**config.mk**
```make
export PLATFORM = sky130hd
export DESIGN_NAME = flash_i2c_slave
export DESIGN_NICKNAME = d
export VERILOG_FILES = /design/src/flash_i2c_pkg.sv /design/src/line_events_if.sv /design/src/line_sampler.sv /design/src/flash_i2c_slave.sv
export SDC_FILE = /design/constraint.sdc
export NUM_CORES = 1
export LEC_CHECK = 0
export ABC_CLOCK_PERIOD_IN_PS = 5700
export BUFFER_PORTS_ARGS = -buffer_cell sky130_fd_sc_hd__buf_4
export CORE_ASPECT_RATIO = 0.8
export CORE_UTILIZATION = 35
export DETAILED_ROUTE_END_ITERATION = 6
export SYNTH_ARGS = -nofsm -noshare
export SYNTH_HDL_FRONTEND = slang
export SYNTH_SLANG_ARGS = --single-unit
```
**constraint.sdc**
```tcl
create_clock -name clk -period 5.7 [get_ports clk]
set_clock_uncertainty 0.15 [all_clocks]
set_input_delay 0.855 -clock clk [delete_from_list [all_inputs] [get_ports clk]]
set_output_delay 0.855 -clock clk [all_outputs]
set_load 0.02 [all_outputs]
```
**src/flash_i2c_pkg.sv**
```systemverilog
// constants, types and register map of the two-wire register slave
// assumes a single 125 MHz clock and synchronous active-high reset
//
// What this block does
// - serial port works up to 400 kHz; the bench master clocks at 6.25 MHz
// - data changes only while clock low, except start and stop
// - first byte is seven-bit address plus direction; answer only own address
// - on address match, acknowledge on ninth clock then perform operation
// - second write byte is register address, msb first, loaded into pointer
// - acknowledge every received byte: own address, register address and data
// - advance five-bit pointer by one after each written data byte
// - burst write pointer wraps from 0x0b back to 0x00
// - read sends next register on master acknowledge, pointer advances each byte
// - burst read pointer wraps from 0x06 back to 0x00
// - stop driving read data once master withholds acknowledge and stops
// - writes other than the key register ignored until unlock pattern loaded
// - both channel bits zero powers down, else the set channels turn on
package flash_i2c_pkg;

    // bus address and pointer geometry
    localparam logic [6:0] DEV_ADDR      = 7'h37;
    localparam int         PTR_W         = 5;
    localparam logic [4:0] PTR_FIRST     = 5'h00;
    localparam logic [4:0] WR_WRAP_LAST  = 5'h0b;
    localparam logic [4:0] RD_WRAP_LAST  = 5'h06;
    localparam logic [3:0] BITS_PER_BYTE = 4'h8;
    localparam logic [3:0] LAST_TX_BIT   = 4'h7;
    localparam logic [3:0] CNT_ZERO      = 4'h0;

    // register offsets
    localparam logic [4:0] REG_KEY     = 5'h00;
    localparam logic [4:0] REG_CHAN    = 5'h01;
    localparam logic [4:0] REG_TIMING  = 5'h02;
    localparam logic [4:0] REG_CURRENT = 5'h03;
    localparam logic [4:0] REG_PROT    = 5'h04;
    localparam logic [4:0] REG_TRIG    = 5'h05;
    localparam logic [4:0] REG_FAULT   = 5'h06;
    localparam int         NUM_RW      = 6;

    // field positions and values
    localparam int         CH_ONE_BIT     = 0;
    localparam int         CH_TWO_BIT     = 1;
    localparam logic [7:0] UNLOCK_PATTERN = 8'h69;
    localparam logic [7:0] ZERO_BYTE      = 8'h00;

    // reset values, listed from index 5 down to index 0
    localparam logic [NUM_RW-1:0][7:0] REG_RESET = {
        8'h00, 8'h02, 8'h0c, 8'h07, 8'h00, 8'h00};

    typedef enum {st_idle, st_rx, st_ack, st_tx, st_mack} xfer_state_t;
    typedef enum {ph_dev, ph_reg, ph_data} byte_phase_t;

endpackage

```
**src/line_events_if.sv**
```systemverilog
// events found on the two bus lines, passed from sampler to engine
// assumes both ends run on the same clk
`timescale 1ns/1ps
interface line_events_if;
    logic scl_rise;
    logic scl_fall;
    logic start;
    logic stop;
    logic sda_bit;

    modport sampler (output scl_rise, output scl_fall, output start, output stop,
                     output sda_bit);
    modport engine  (input scl_rise, input scl_fall, input start, input stop,
                     input sda_bit);
endinterface // line_events_if

```
**src/line_sampler.sv**
```systemverilog
// synchronises the bus pins and finds clock edges, start and stop
// assumes pins are asynchronous to clk
`timescale 1ns/1ps
module line_sampler (
    // clock and reset
    input  wire logic           clk,
    input  wire logic           reset,
    // bus pins
    input  wire logic           scl_in,
    input  wire logic           sda_in,
    // events
    line_events_if.sampler      ev
);
    // stage 1 meta, stage 2 stable, stage 3 previous for edges
    logic [2:0] scl_r, scl_nxt;
    logic [2:0] sda_r, sda_nxt;

    // shift chains
    always_comb begin
        scl_nxt = {scl_r[1:0], scl_in};
        sda_nxt = {sda_r[1:0], sda_in};
    end

    // idle bus is high on both lines
    always_ff @(posedge clk) begin
        if (reset) begin
            scl_r <= 3'h7;
            sda_r <= 3'h7;
        end else begin
            scl_r <= scl_nxt;
            sda_r <= sda_nxt;
        end
    end

    // 125 MHz gives over 300 samples per 400 kHz clock period
    assign ev.scl_rise = scl_r[1] & ~scl_r[2];
    assign ev.scl_fall = ~scl_r[1] & scl_r[2];
    assign ev.start    = scl_r[1] & scl_r[2] & ~sda_r[1] & sda_r[2];
    assign ev.stop     = scl_r[1] & scl_r[2] & sda_r[1] & ~sda_r[2];
    assign ev.sda_bit  = sda_r[1];

    // one clock level per cycle, so both edges can never coincide
    edge_excl_a: assert property (@(posedge clk) disable iff (reset)
        !(ev.scl_rise && ev.scl_fall))
        else $error("clock rise and fall seen together");
    start_seen_a: assert property (@(posedge clk) disable iff (reset)
        ev.start |-> $past(ev.sda_bit) && !ev.sda_bit)
        else $error("start without falling data");
endmodule // line_sampler

```
**src/flash_i2c_slave.sv**
```systemverilog
// two-wire register slave for the flash driver control registers
// assumes an open-drain bus with external pull-ups and a fault status input
`timescale 1ns/1ps
module flash_i2c_slave (
    // clock and reset
    input  wire logic       clk,
    input  wire logic       reset,
    // bus pins
    input  wire logic       scl_in,
    input  wire logic       sda_in,
    output logic            sda_o,
    output logic            sda_oe,
    // analog fault status
    input  wire logic [7:0] fault_status,
    // control outputs
    output logic            channel_one_on,
    output logic            channel_two_on,
    output logic            power_down,
    output logic [7:0]      timing_cfg,
    output logic [7:0]      current_cfg,
    output logic [7:0]      protect_cfg,
    output logic [7:0]      trigger_cfg
);
    line_events_if ev ();

    line_sampler u_sampler (
        .clk    (clk),
        .reset  (reset),
        .scl_in (scl_in),
        .sda_in (sda_in),
        .ev     (ev.sampler)
    );

    flash_i2c_pkg::xfer_state_t          state_r, state_nxt;
    flash_i2c_pkg::byte_phase_t          phase_r, phase_nxt;
    logic [3:0]                          cnt_r, cnt_nxt;
    logic [7:0]                          shift_r, shift_nxt;
    logic [4:0]                          ptr_r, ptr_nxt;
    logic                                rw_r, rw_nxt;
    logic                                oe_r, oe_nxt;
    logic                                mack_r, mack_nxt;
    logic [flash_i2c_pkg::NUM_RW-1:0][7:0] regs_r, regs_nxt;
    logic [7:0]                          fault_s1_r, fault_r;
    logic                                unlocked;
    logic                                wr_fire;
    logic                                tx_load;

    // pointer steps with separate wrap points for write and read
    // a pointer parked past its wrap point falls straight back to the first register
    function automatic logic [4:0] wr_next(input logic [4:0] p);
        wr_next = (p >= flash_i2c_pkg::WR_WRAP_LAST) ? flash_i2c_pkg::PTR_FIRST
                                                     : p + 5'h01;
    endfunction

    function automatic logic [4:0] rd_next(input logic [4:0] p);
        rd_next = (p >= flash_i2c_pkg::RD_WRAP_LAST) ? flash_i2c_pkg::PTR_FIRST
                                                     : p + 5'h01;
    endfunction

    // read decode, used for first and following read bytes
    function automatic logic [7:0] read_reg(input logic [4:0] p,
            input logic [flash_i2c_pkg::NUM_RW-1:0][7:0] r, input logic [7:0] f);
        if (p < flash_i2c_pkg::REG_FAULT)
            read_reg = r[p[2:0]];
        else if (p == flash_i2c_pkg::REG_FAULT)
            read_reg = f;
        else
            read_reg = flash_i2c_pkg::ZERO_BYTE;
    endfunction

    // key register is always writable; the rest wait for the pattern
    assign unlocked = (regs_r[flash_i2c_pkg::REG_KEY[2:0]] == flash_i2c_pkg::UNLOCK_PATTERN);

    // transfer engine next state
    always_comb begin
        state_nxt = state_r;
        phase_nxt = phase_r;
        cnt_nxt   = cnt_r;
        shift_nxt = shift_r;
        ptr_nxt   = ptr_r;
        rw_nxt    = rw_r;
        oe_nxt    = oe_r;
        mack_nxt  = mack_r;
        regs_nxt  = regs_r;
        wr_fire   = 1'b0;
        tx_load   = 1'b0;
        if (ev.start) begin
            // repeated start keeps the pointer for random reads
            state_nxt = flash_i2c_pkg::st_rx;
            phase_nxt = flash_i2c_pkg::ph_dev;
            cnt_nxt   = flash_i2c_pkg::CNT_ZERO;
            oe_nxt    = 1'b0;
        end else if (ev.stop) begin
            state_nxt = flash_i2c_pkg::st_idle;
            oe_nxt    = 1'b0;
        end else begin
            case (state_r)
                flash_i2c_pkg::st_rx: begin
                    if (ev.scl_rise && cnt_r != flash_i2c_pkg::BITS_PER_BYTE) begin
                        // sampled on the rise, where data is steady
                        shift_nxt = {shift_r[6:0], ev.sda_bit};
                        cnt_nxt   = cnt_r + 4'h1;
                    end else if (ev.scl_fall && cnt_r == flash_i2c_pkg::BITS_PER_BYTE) begin
                        cnt_nxt   = flash_i2c_pkg::CNT_ZERO;
                        oe_nxt    = 1'b1;
                        state_nxt = flash_i2c_pkg::st_ack;
                        case (phase_r)
                            flash_i2c_pkg::ph_dev: begin
                                if (shift_r[7:1] == flash_i2c_pkg::DEV_ADDR) begin
                                    rw_nxt = shift_r[0];
                                end else begin
                                    oe_nxt    = 1'b0;
                                    state_nxt = flash_i2c_pkg::st_idle;
                                end
                            end
                            flash_i2c_pkg::ph_reg: begin
                                ptr_nxt = shift_r[4:0];
                            end
                            default: begin
                                wr_fire = 1'b1;
                                ptr_nxt = wr_next(ptr_r);
                                if (ptr_r < flash_i2c_pkg::REG_FAULT &&
                                    (ptr_r == flash_i2c_pkg::REG_KEY || unlocked))
                                    regs_nxt[ptr_r[2:0]] = shift_r;
                            end
                        endcase
                    end
                end
                flash_i2c_pkg::st_ack: begin
                    // hold the acknowledge through the ninth clock
                    if (ev.scl_fall) begin
                        oe_nxt = 1'b0;
                        if (phase_r == flash_i2c_pkg::ph_dev && rw_r) begin
                            tx_load = 1'b1;
                        end else begin
                            state_nxt = flash_i2c_pkg::st_rx;
                            phase_nxt = (phase_r == flash_i2c_pkg::ph_dev) ?
                                        flash_i2c_pkg::ph_reg : flash_i2c_pkg::ph_data;
                        end
                    end
                end
                flash_i2c_pkg::st_tx: begin
                    if (ev.scl_fall) begin
                        if (cnt_r == flash_i2c_pkg::LAST_TX_BIT) begin
                            oe_nxt    = 1'b0;
                            cnt_nxt   = flash_i2c_pkg::CNT_ZERO;
                            state_nxt = flash_i2c_pkg::st_mack;
                        end else begin
                            shift_nxt = {shift_r[6:0], 1'b0};
                            oe_nxt    = ~shift_r[6];
                            cnt_nxt   = cnt_r + 4'h1;
                        end
                    end
                end
                flash_i2c_pkg::st_mack: begin
                    if (ev.scl_rise) begin
                        mack_nxt = ~ev.sda_bit;
                    end else if (ev.scl_fall) begin
                        if (mack_r)
                            tx_load = 1'b1;
                        else
                            state_nxt = flash_i2c_pkg::st_idle;
                    end
                end
                default: begin
                    oe_nxt = 1'b0;
                end
            endcase
            // load a read byte and drive its msb at once
            // pointer moves on every load, so a byte refused by nack still counts
            if (tx_load) begin
                shift_nxt = read_reg(ptr_r, regs_r, fault_r);
                oe_nxt    = ~shift_nxt[7];
                ptr_nxt   = rd_next(ptr_r);
                cnt_nxt   = flash_i2c_pkg::CNT_ZERO;
                state_nxt = flash_i2c_pkg::st_tx;
            end
        end
    end

    // engine registers
    always_ff @(posedge clk) begin
        if (reset) begin
            state_r <= flash_i2c_pkg::st_idle;
            phase_r <= flash_i2c_pkg::ph_dev;
            cnt_r   <= flash_i2c_pkg::CNT_ZERO;
            shift_r <= flash_i2c_pkg::ZERO_BYTE;
            ptr_r   <= flash_i2c_pkg::PTR_FIRST;
            rw_r    <= 1'b0;
            oe_r    <= 1'b0;
            mack_r  <= 1'b0;
        end else begin
            state_r <= state_nxt;
            phase_r <= phase_nxt;
            cnt_r   <= cnt_nxt;
            shift_r <= shift_nxt;
            ptr_r   <= ptr_nxt;
            rw_r    <= rw_nxt;
            oe_r    <= oe_nxt;
            mack_r  <= mack_nxt;
        end
    end

    // register storage, one flop group per register
    genvar gi;
    generate
        for (gi = 0; gi < flash_i2c_pkg::NUM_RW; gi++) begin : g_reg
            always_ff @(posedge clk) begin
                if (reset)
                    regs_r[gi] <= flash_i2c_pkg::REG_RESET[gi];
                else
                    regs_r[gi] <= regs_nxt[gi];
            end
        end
    endgenerate

    // fault inputs come from analog, two flops before use
    always_ff @(posedge clk) begin
        if (reset) begin
            fault_s1_r <= flash_i2c_pkg::ZERO_BYTE;
            fault_r    <= flash_i2c_pkg::ZERO_BYTE;
        end else begin
            fault_s1_r <= fault_status;
            fault_r    <= fault_s1_r;
        end
    end

    // open drain: only ever pulls low
    assign sda_o  = 1'b0;
    assign sda_oe = oe_r;

    // channel decode straight from register flops
    assign channel_one_on = regs_r[flash_i2c_pkg::REG_CHAN[2:0]][flash_i2c_pkg::CH_ONE_BIT];
    assign channel_two_on = regs_r[flash_i2c_pkg::REG_CHAN[2:0]][flash_i2c_pkg::CH_TWO_BIT];
    assign power_down     = ~(channel_one_on | channel_two_on);
    assign timing_cfg     = regs_r[flash_i2c_pkg::REG_TIMING[2:0]];
    assign current_cfg    = regs_r[flash_i2c_pkg::REG_CURRENT[2:0]];
    assign protect_cfg    = regs_r[flash_i2c_pkg::REG_PROT[2:0]];
    assign trigger_cfg    = regs_r[flash_i2c_pkg::REG_TRIG[2:0]];

    // output and state guards; byte framing guards follow further down
    ack_drive_a: assert property (@(posedge clk) disable iff (reset)
        state_r == flash_i2c_pkg::st_ack |-> sda_oe)
        else $error("acknowledge slot not driven low");
    idle_release_a: assert property (@(posedge clk) disable iff (reset)
        state_r == flash_i2c_pkg::st_idle |-> !sda_oe)
        else $error("data driven while idle");
    start_restart_a: assert property (@(posedge clk) disable iff (reset)
        ev.start |=> state_r == flash_i2c_pkg::st_rx && cnt_r == flash_i2c_pkg::CNT_ZERO
                     && phase_r == flash_i2c_pkg::ph_dev)
        else $error("start did not restart address reception");
    stop_release_a: assert property (@(posedge clk) disable iff (reset)
        ev.stop && !ev.start |=> !sda_oe && state_r == flash_i2c_pkg::st_idle)
        else $error("bus not released after stop");
    write_wrap_a: assert property (@(posedge clk) disable iff (reset)
        wr_fire && ptr_r == flash_i2c_pkg::WR_WRAP_LAST |=> ptr_r == flash_i2c_pkg::PTR_FIRST)
        else $error("write pointer did not wrap");
    write_step_a: assert property (@(posedge clk) disable iff (reset)
        wr_fire && ptr_r < flash_i2c_pkg::WR_WRAP_LAST |=> ptr_r == $past(ptr_r) + 5'h01)
        else $error("write pointer did not advance");
    read_wrap_a: assert property (@(posedge clk) disable iff (reset)
        tx_load && ptr_r == flash_i2c_pkg::RD_WRAP_LAST |=> ptr_r == flash_i2c_pkg::PTR_FIRST)
        else $error("read pointer did not wrap");
    locked_write_a: assert property (@(posedge clk) disable iff (reset)
        wr_fire && !unlocked && ptr_r != flash_i2c_pkg::REG_KEY |=> $stable(regs_r))
        else $error("locked register changed");
    sda_timing_a: assert property (@(posedge clk) disable iff (reset)
        $changed(sda_oe) |-> $past(ev.scl_fall || ev.start || ev.stop))
        else $error("data line changed outside clock low");
    power_map_a: assert property (@(posedge clk) disable iff (reset)
        power_down |-> regs_r[flash_i2c_pkg::REG_CHAN[2:0]][1:0] == 2'h0)
        else $error("power down with a channel enabled");

    // byte framing: address match, acknowledge, pointer load and read end
    addr_match_a: assert property (@(posedge clk) disable iff (reset)
        state_r == flash_i2c_pkg::st_rx && phase_r == flash_i2c_pkg::ph_dev && ev.scl_fall
        && cnt_r == flash_i2c_pkg::BITS_PER_BYTE && shift_r[7:1] == flash_i2c_pkg::DEV_ADDR
        |=> state_r == flash_i2c_pkg::st_ack && rw_r == shift_r[0])
        else $error("own address not taken");
    foreign_drop_a: assert property (@(posedge clk) disable iff (reset)
        state_r == flash_i2c_pkg::st_rx && phase_r == flash_i2c_pkg::ph_dev && ev.scl_fall
        && cnt_r == flash_i2c_pkg::BITS_PER_BYTE && shift_r[7:1] != flash_i2c_pkg::DEV_ADDR
        |=> state_r == flash_i2c_pkg::st_idle && !sda_oe)
        else $error("foreign address answered");
    data_ack_a: assert property (@(posedge clk) disable iff (reset)
        state_r == flash_i2c_pkg::st_rx && phase_r != flash_i2c_pkg::ph_dev && ev.scl_fall
        && cnt_r == flash_i2c_pkg::BITS_PER_BYTE |=> state_r == flash_i2c_pkg::st_ack && sda_oe)
        else $error("received byte not acknowledged");
    reg_load_a: assert property (@(posedge clk) disable iff (reset)
        state_r == flash_i2c_pkg::st_rx && phase_r == flash_i2c_pkg::ph_reg && ev.scl_fall
        && cnt_r == flash_i2c_pkg::BITS_PER_BYTE |=> ptr_r == 5'($past(shift_r)))
        else $error("register pointer not loaded");
    key_write_a: assert property (@(posedge clk) disable iff (reset)
        wr_fire && ptr_r == flash_i2c_pkg::REG_KEY
        |=> regs_r[flash_i2c_pkg::REG_KEY[2:0]] == $past(shift_r))
        else $error("key register write lost");
    nack_release_a: assert property (@(posedge clk) disable iff (reset)
        state_r == flash_i2c_pkg::st_mack && ev.scl_fall && !mack_r
        |=> state_r == flash_i2c_pkg::st_idle && !sda_oe)
        else $error("read not ended on master nack");
endmodule // flash_i2c_slave

```
# Word-level counts from Yosys, hierarchy flattened
# Cells that the tools add are included.
# op_classes
n_addsub	2
n_bitwise	20
n_reduce_logical	30
muxes	61
magnitude_cmp	5
eq_ne	44
# ops
operator	count
$mux W32	9
$pmux W32 S4	1
$mux W8	11
$eq A32 B1 Y1 const B	2
$eq A32 B2 Y1 const B	2
$logic_not A32 Y1	2
$bwmux W48	1
$ne A5 B5 Y1 const B	9
$ne A3 B3 Y1 const B	11
$eq A32 B3 Y1 const B	1
$mux W5	6
$reduce_and A10 Y1	3
$bmux W8 S3	1
$demux W8 S3	1
$ne A2 B2 Y1 const B	11
$mux W4	5
$mux W1	17
$pmux W8 S2	1
$reduce_and A7 Y1	2
$not A1 Y1	12
$reduce_and A4 Y1	3
$reduce_and A6 Y1	2
$pmux W5 S2	1
$eq A8 B7 Y1 const B	1
other kinds (31)	47
# word_totals
wordCells	182
out_inout_bits	37
input_bits	12
register_bits	154

# Depth between registers and ports, before layout
# depth
ltp_word	12
depth_mapped	8
ltp_nobuf	7

# Hierarchy
# From an unflattened synthesis, not the netlist that was laid out.
# unflattened
cells_unflattened	532
area_unflattened_um2	4809.6
# by_module_without_submodules
mod	cells_each	instances	seq_area_each_um2	area_each_um2
flash_i2c_slave	516	1	1781.7	4619.4
line_sampler	16	1	120.1	190.2

# Worst setup path before layout
# No wires, ideal clock.
# synth_path
path_kind	register to register
start	register state_r[2]
end	register regs_r, in the netlist protect_cfg[1]
slack_ps	3344
setup_ps	119
path_stages_with_launch	8
arrival_time_ps	2087
path_cell_list	dfxtp_1 > clkbuf_2 > or3b_1 > clkbuf_1 > nor4b_4 > nand4_2 > mux2i_1 > nand2_1
# synth_between
elab_chain_cells	2
# synth_lines
element	line_no	source
start, declared	flash_i2c_slave.sv:34	flash_i2c_pkg::xfer_state_t state_r, state_nxt;
start signal, assigned	flash_i2c_slave.sv:184	state_r <= flash_i2c_pkg::st_idle;
start signal, assigned	flash_i2c_slave.sv:193	state_r <= state_nxt;
$eq A32 B1 Y1	flash_i2c_slave.sv:97	case (state_r)
$reduce_and A7 Y1 (no line)	-	
end signal, assigned by index	flash_i2c_slave.sv:210	regs_r[gi] <= flash_i2c_pkg::REG_RESET[gi];
end signal, assigned by index	flash_i2c_slave.sv:212	regs_r[gi] <= regs_nxt[gi];
end, declared	flash_i2c_slave.sv:42	logic [flash_i2c_pkg::NUM_RW-1:0][7:0] regs_r, regs_nxt;
# No other way between the ends.
# A chain may end at the register's enable or synchronous reset.

# Worst setup path in the final report
# layout_path
start	register ptr_r[0]
end	register regs_r, in the netlist current_cfg[4]
# layout_between
elab_chain_cells	5
word_cells_on_any_way	11
# layout_lines
element	line_no	source
start, declared	flash_i2c_slave.sv:38	logic [4:0] ptr_r, ptr_nxt;
start signal, assigned	flash_i2c_slave.sv:188	ptr_r <= flash_i2c_pkg::PTR_FIRST;
start signal, assigned	flash_i2c_slave.sv:197	ptr_r <= ptr_nxt;
$lt A3 B4 Y1 (not written as such) / $ge A3 B1 Y1 (equally long branches)	flash_i2c_slave.sv:124	regs_nxt[ptr_r[2:0]] = shift_r;
$logic_and A1 B1 Y1 (not written as such)	flash_i2c_slave.sv:124	
$mux W8 (not written as such)	flash_i2c_slave.sv:124	
$demux W8 S3	flash_i2c_slave.sv:124	
$bwmux W48	flash_i2c_slave.sv:124	
# Several ways; a longest one is shown, not always the timed one.

==> flow_summary_export.csv <==
group,metric,value,unit
global_route,antenna_found_initial,0,
layout,antenna_cells,0,
worst_setup_path,arrival,3.19,ns
synthesis,synthArstFlopShare,0,%
hold_path,min_path_type,"reg -> reg",
layout,layout_commonest_cell,"dfxtp_1",
global_route,track_usage,17.49,%
synthesis,synth_top_area_share,39.58,%
sta,setup_violations,0,
synthesis,ys_types,67,
synthesis,seq_area_frac_synth,39.58,%
drt,drc,0,
synthesis,synth_flop_cell,"dfxtp_1",
clock_network,post-cts-setup-buffer-count,0,
sta,worst_slew_pin_slew,0.8945,ns
synthesis,synth_edf_count,0,
synthesis,synth_seq_cells,95,
pwr,total_power,0.001430,W
drt,first_pass_iters,5,
floorplan,core-area,13100,sq um
drt,drt_iter0_markers,352,
layout,final_util,40.90,%
pwr,max-vdd-ir-drop,201.5,uV
drt,drt-vias-per-instance,5.575,
clock_network,clock_path_buffers,2,
synthesis,syn_area_per_cell,9.100,sq um
synthesis,synth_top_cell_by_area,"dfxtp_1",
clock_network,cts-root-buf,"clkbuf_16",
sta,slew_headroom,40.28,%
sta,finalSetupTns,0,ns
floorplan,start_util,36.67,%
layout,final_cell_mix,"95 x dfxtp_1, 64 x nor2_1, 52 x mux2i_1",
sta,max_freq,318.5,MHz
worst_setup_path,startpoint_type,"flop",
run_status,status,"finished clean",
layout,nNetsFinal,535,
drt,wl_per_cell,17.27,um
worst_setup_path,timing_worst_setup_path_type,"reg -> reg",
floorplan,die_h,106.8,um
clock_network,insertion_delay,0.35,ns
worst_setup_path,end_kind,"flop",
placement,port_buffers,47,
sta,hold_violations,0,
global_route,grt_pass1_wl,19550,um
sta,post-route-period-util,55.08,%
synthesis,yosysWarnings,0,
placement,globalplace.congestion,0.9101,
synthesis,synth.area.top_cells,"dfxtp_1 40%, mux2i_1 11%, buf_4 5.2%, nor2_1 5.0%, nor2b_1 2.9%",
drt,wirelength,12070,um
layout,fill_cells,1289,
worst_setup_path,worstPathRequired,5.75,ns
sta,finalCriticalPeriod,3.140,ns
clock_network,post_cts_resized,0,
worst_setup_path,path_max_fanout,22,
floorplan,fp.dieArea,14200,sq um
clock_network,htreeDepth,3,
sta,rsz0062_at_grt,"no",
clock_network,numCtsBuffers,9,
synthesis,syn-cell-area,4805,sq um
floorplan,ioPinCount,49,
clock_network,cts_tree,"yes",
synthesis,synth_nets,544,
floorplan,dieWidth,133.0,um
global_route,grt_remaining_overflow,0,
global_route,grt_pass1_vias,3562,
pwr,power.density,266.8,nW/um^2
placement,dp_hpwl,8455,um
layout,drive_gt1_share,17.94,%
floorplan,row_count,37,
global_route,grt_max_degree,76,
clock_network,cts-hold-fix-buffers,0,
drt,ant_nets,0,
pwr,p_leak,2.337,nW
run,cap_viol_max_count,0,
worst_setup_path,r2r_slack,2.56,ns
layout,synthToLayoutAreaGrowth,11.54,%
clock_network,clk_pin_slew,0.07,ns
synthesis,syn-instance-count,528,
clock_network,numClockSinks,95,
drt,via_count,3897,
sta,finalMaxSlewViolations,0,
-- state kept, by name (all words and copies together), names as in the netlist, 2 cells and up --
| name | flops |
|---|---|
| cnt_r | 4 |
| current_cfg | 8 |
| fault_r | 8 |
| fault_s1_r | 8 |
| phase_r | 2 |
| protect_cfg | 8 |
| ptr_r | 5 |
| regs_r | 14 |
| shift_r | 8 |
| state_r | 3 |
| timing_cfg | 8 |
| trigger_cfg | 8 |
| u_sampler.scl_r | 3 |
| u_sampler.sda_r | 3 |
-- final cells by class --
class	count	area, sq um	share of cell area (%)
inverters	14	52.55	0.9806
repair buffers	49	367.9	6.864
clock inverters	7	126.4	2.358
flip-flops and latches	95	1902	35.49
clock buffers	9	225.2	4.203
well taps	175	219.0	4.086
multi-input cells	350	2466	46.02
-- synthesized netlist by cell type (all sizes together), types with 3 or more instances --
master   instances
ha               4
a22oi            8
a32o             8
a221o            6
a211o            4
nand2           24
a21oi           19
o21ai            5
o22ai            6
nor2            64
nor3             9
nand3b           5
nand4            7
nand3           13
inv             12
dfxtp           95
buf             35
nor2b           22
a22o             3
mux2             9
clkbuf          34
mux2i           52
and3             3
or2              7
a211oi           6
a32oi            4
o211ai           7
o2bb2ai          3
a31oi            4
and2             3
nand2b           8
nor4b            3
-- metal layers --
| layer | up-vias | part of all wire [%] | GRT usage, % |
|---|---|---|---|
| met5 | - | 0 | 0 |
| met4 | 0 | 1.4 | 5.993 |
| met3 | 16 | 7.6 | 3.404 |
| met2 | 167 | 43 | 25.80 |
| met1 | 1872 | 48 | 25.20 |
| li1 | 1842 | - | - |
-- where the power goes --
part	switching, W	internal (W)
logic	0.0000234	0.0000148
registers	0.00000494	0.000671
clock network	0.000280	0.000435
total	0.000309	0.00112
-- critical path, cell delays in order, from the launching register on --
cell and delay, ns:
dfxtp_1 0.87, clkinv_1 0.52, ha_1 0.35, a22o_1 0.35, nand4_2 0.38, mux2i_1 0.28
nor2_1 0.08
-- through the flow --
step	worst slack [ns]	hold WS, ns	cell area, sq um	std cells
6_report	2.560	0.2518	5359	699
3_5_place_dp	2.603	0.2433	5007	683
5_1_grt	2.419	0.2661	5359	699
4_1_cts	2.584	0.2515	5359	699
2_1_floorplan	3.344	0.2395	4805	528
3_3_place_gp	2.671	0.2429	5007	683
-- logic make-up (layout without fill, tap and decap cells) --
logic type               after synthesis  in the layout  share of synthesized area (%)
XOR/XNOR                               2              2                         0.3646
AO/OA/AOI/OAI                         99             99                          15.39
buffers and inverters                 83             79                          9.089
AND/OR/NAND/NOR                      182            182                          21.04
flip-flops                            95             95                          39.58
multiplexers                          62             62                          13.41
adder cells (fa/ha/maj)                4              4                          1.042
other                                  1              1                        0.07805
-- final timing paths --
path	start	endpoint	cells after the start
min	u_sampler.sda_r[0]	u_sampler.sda_r[1]	1
min reg2reg	u_sampler.sda_r[0]	u_sampler.sda_r[1]	1
max	ptr_r[0]	current_cfg[4]	6
max reg2reg	ptr_r[0]	current_cfg[4]	6
No activity file was read; power rests on OpenSTA's default activity.
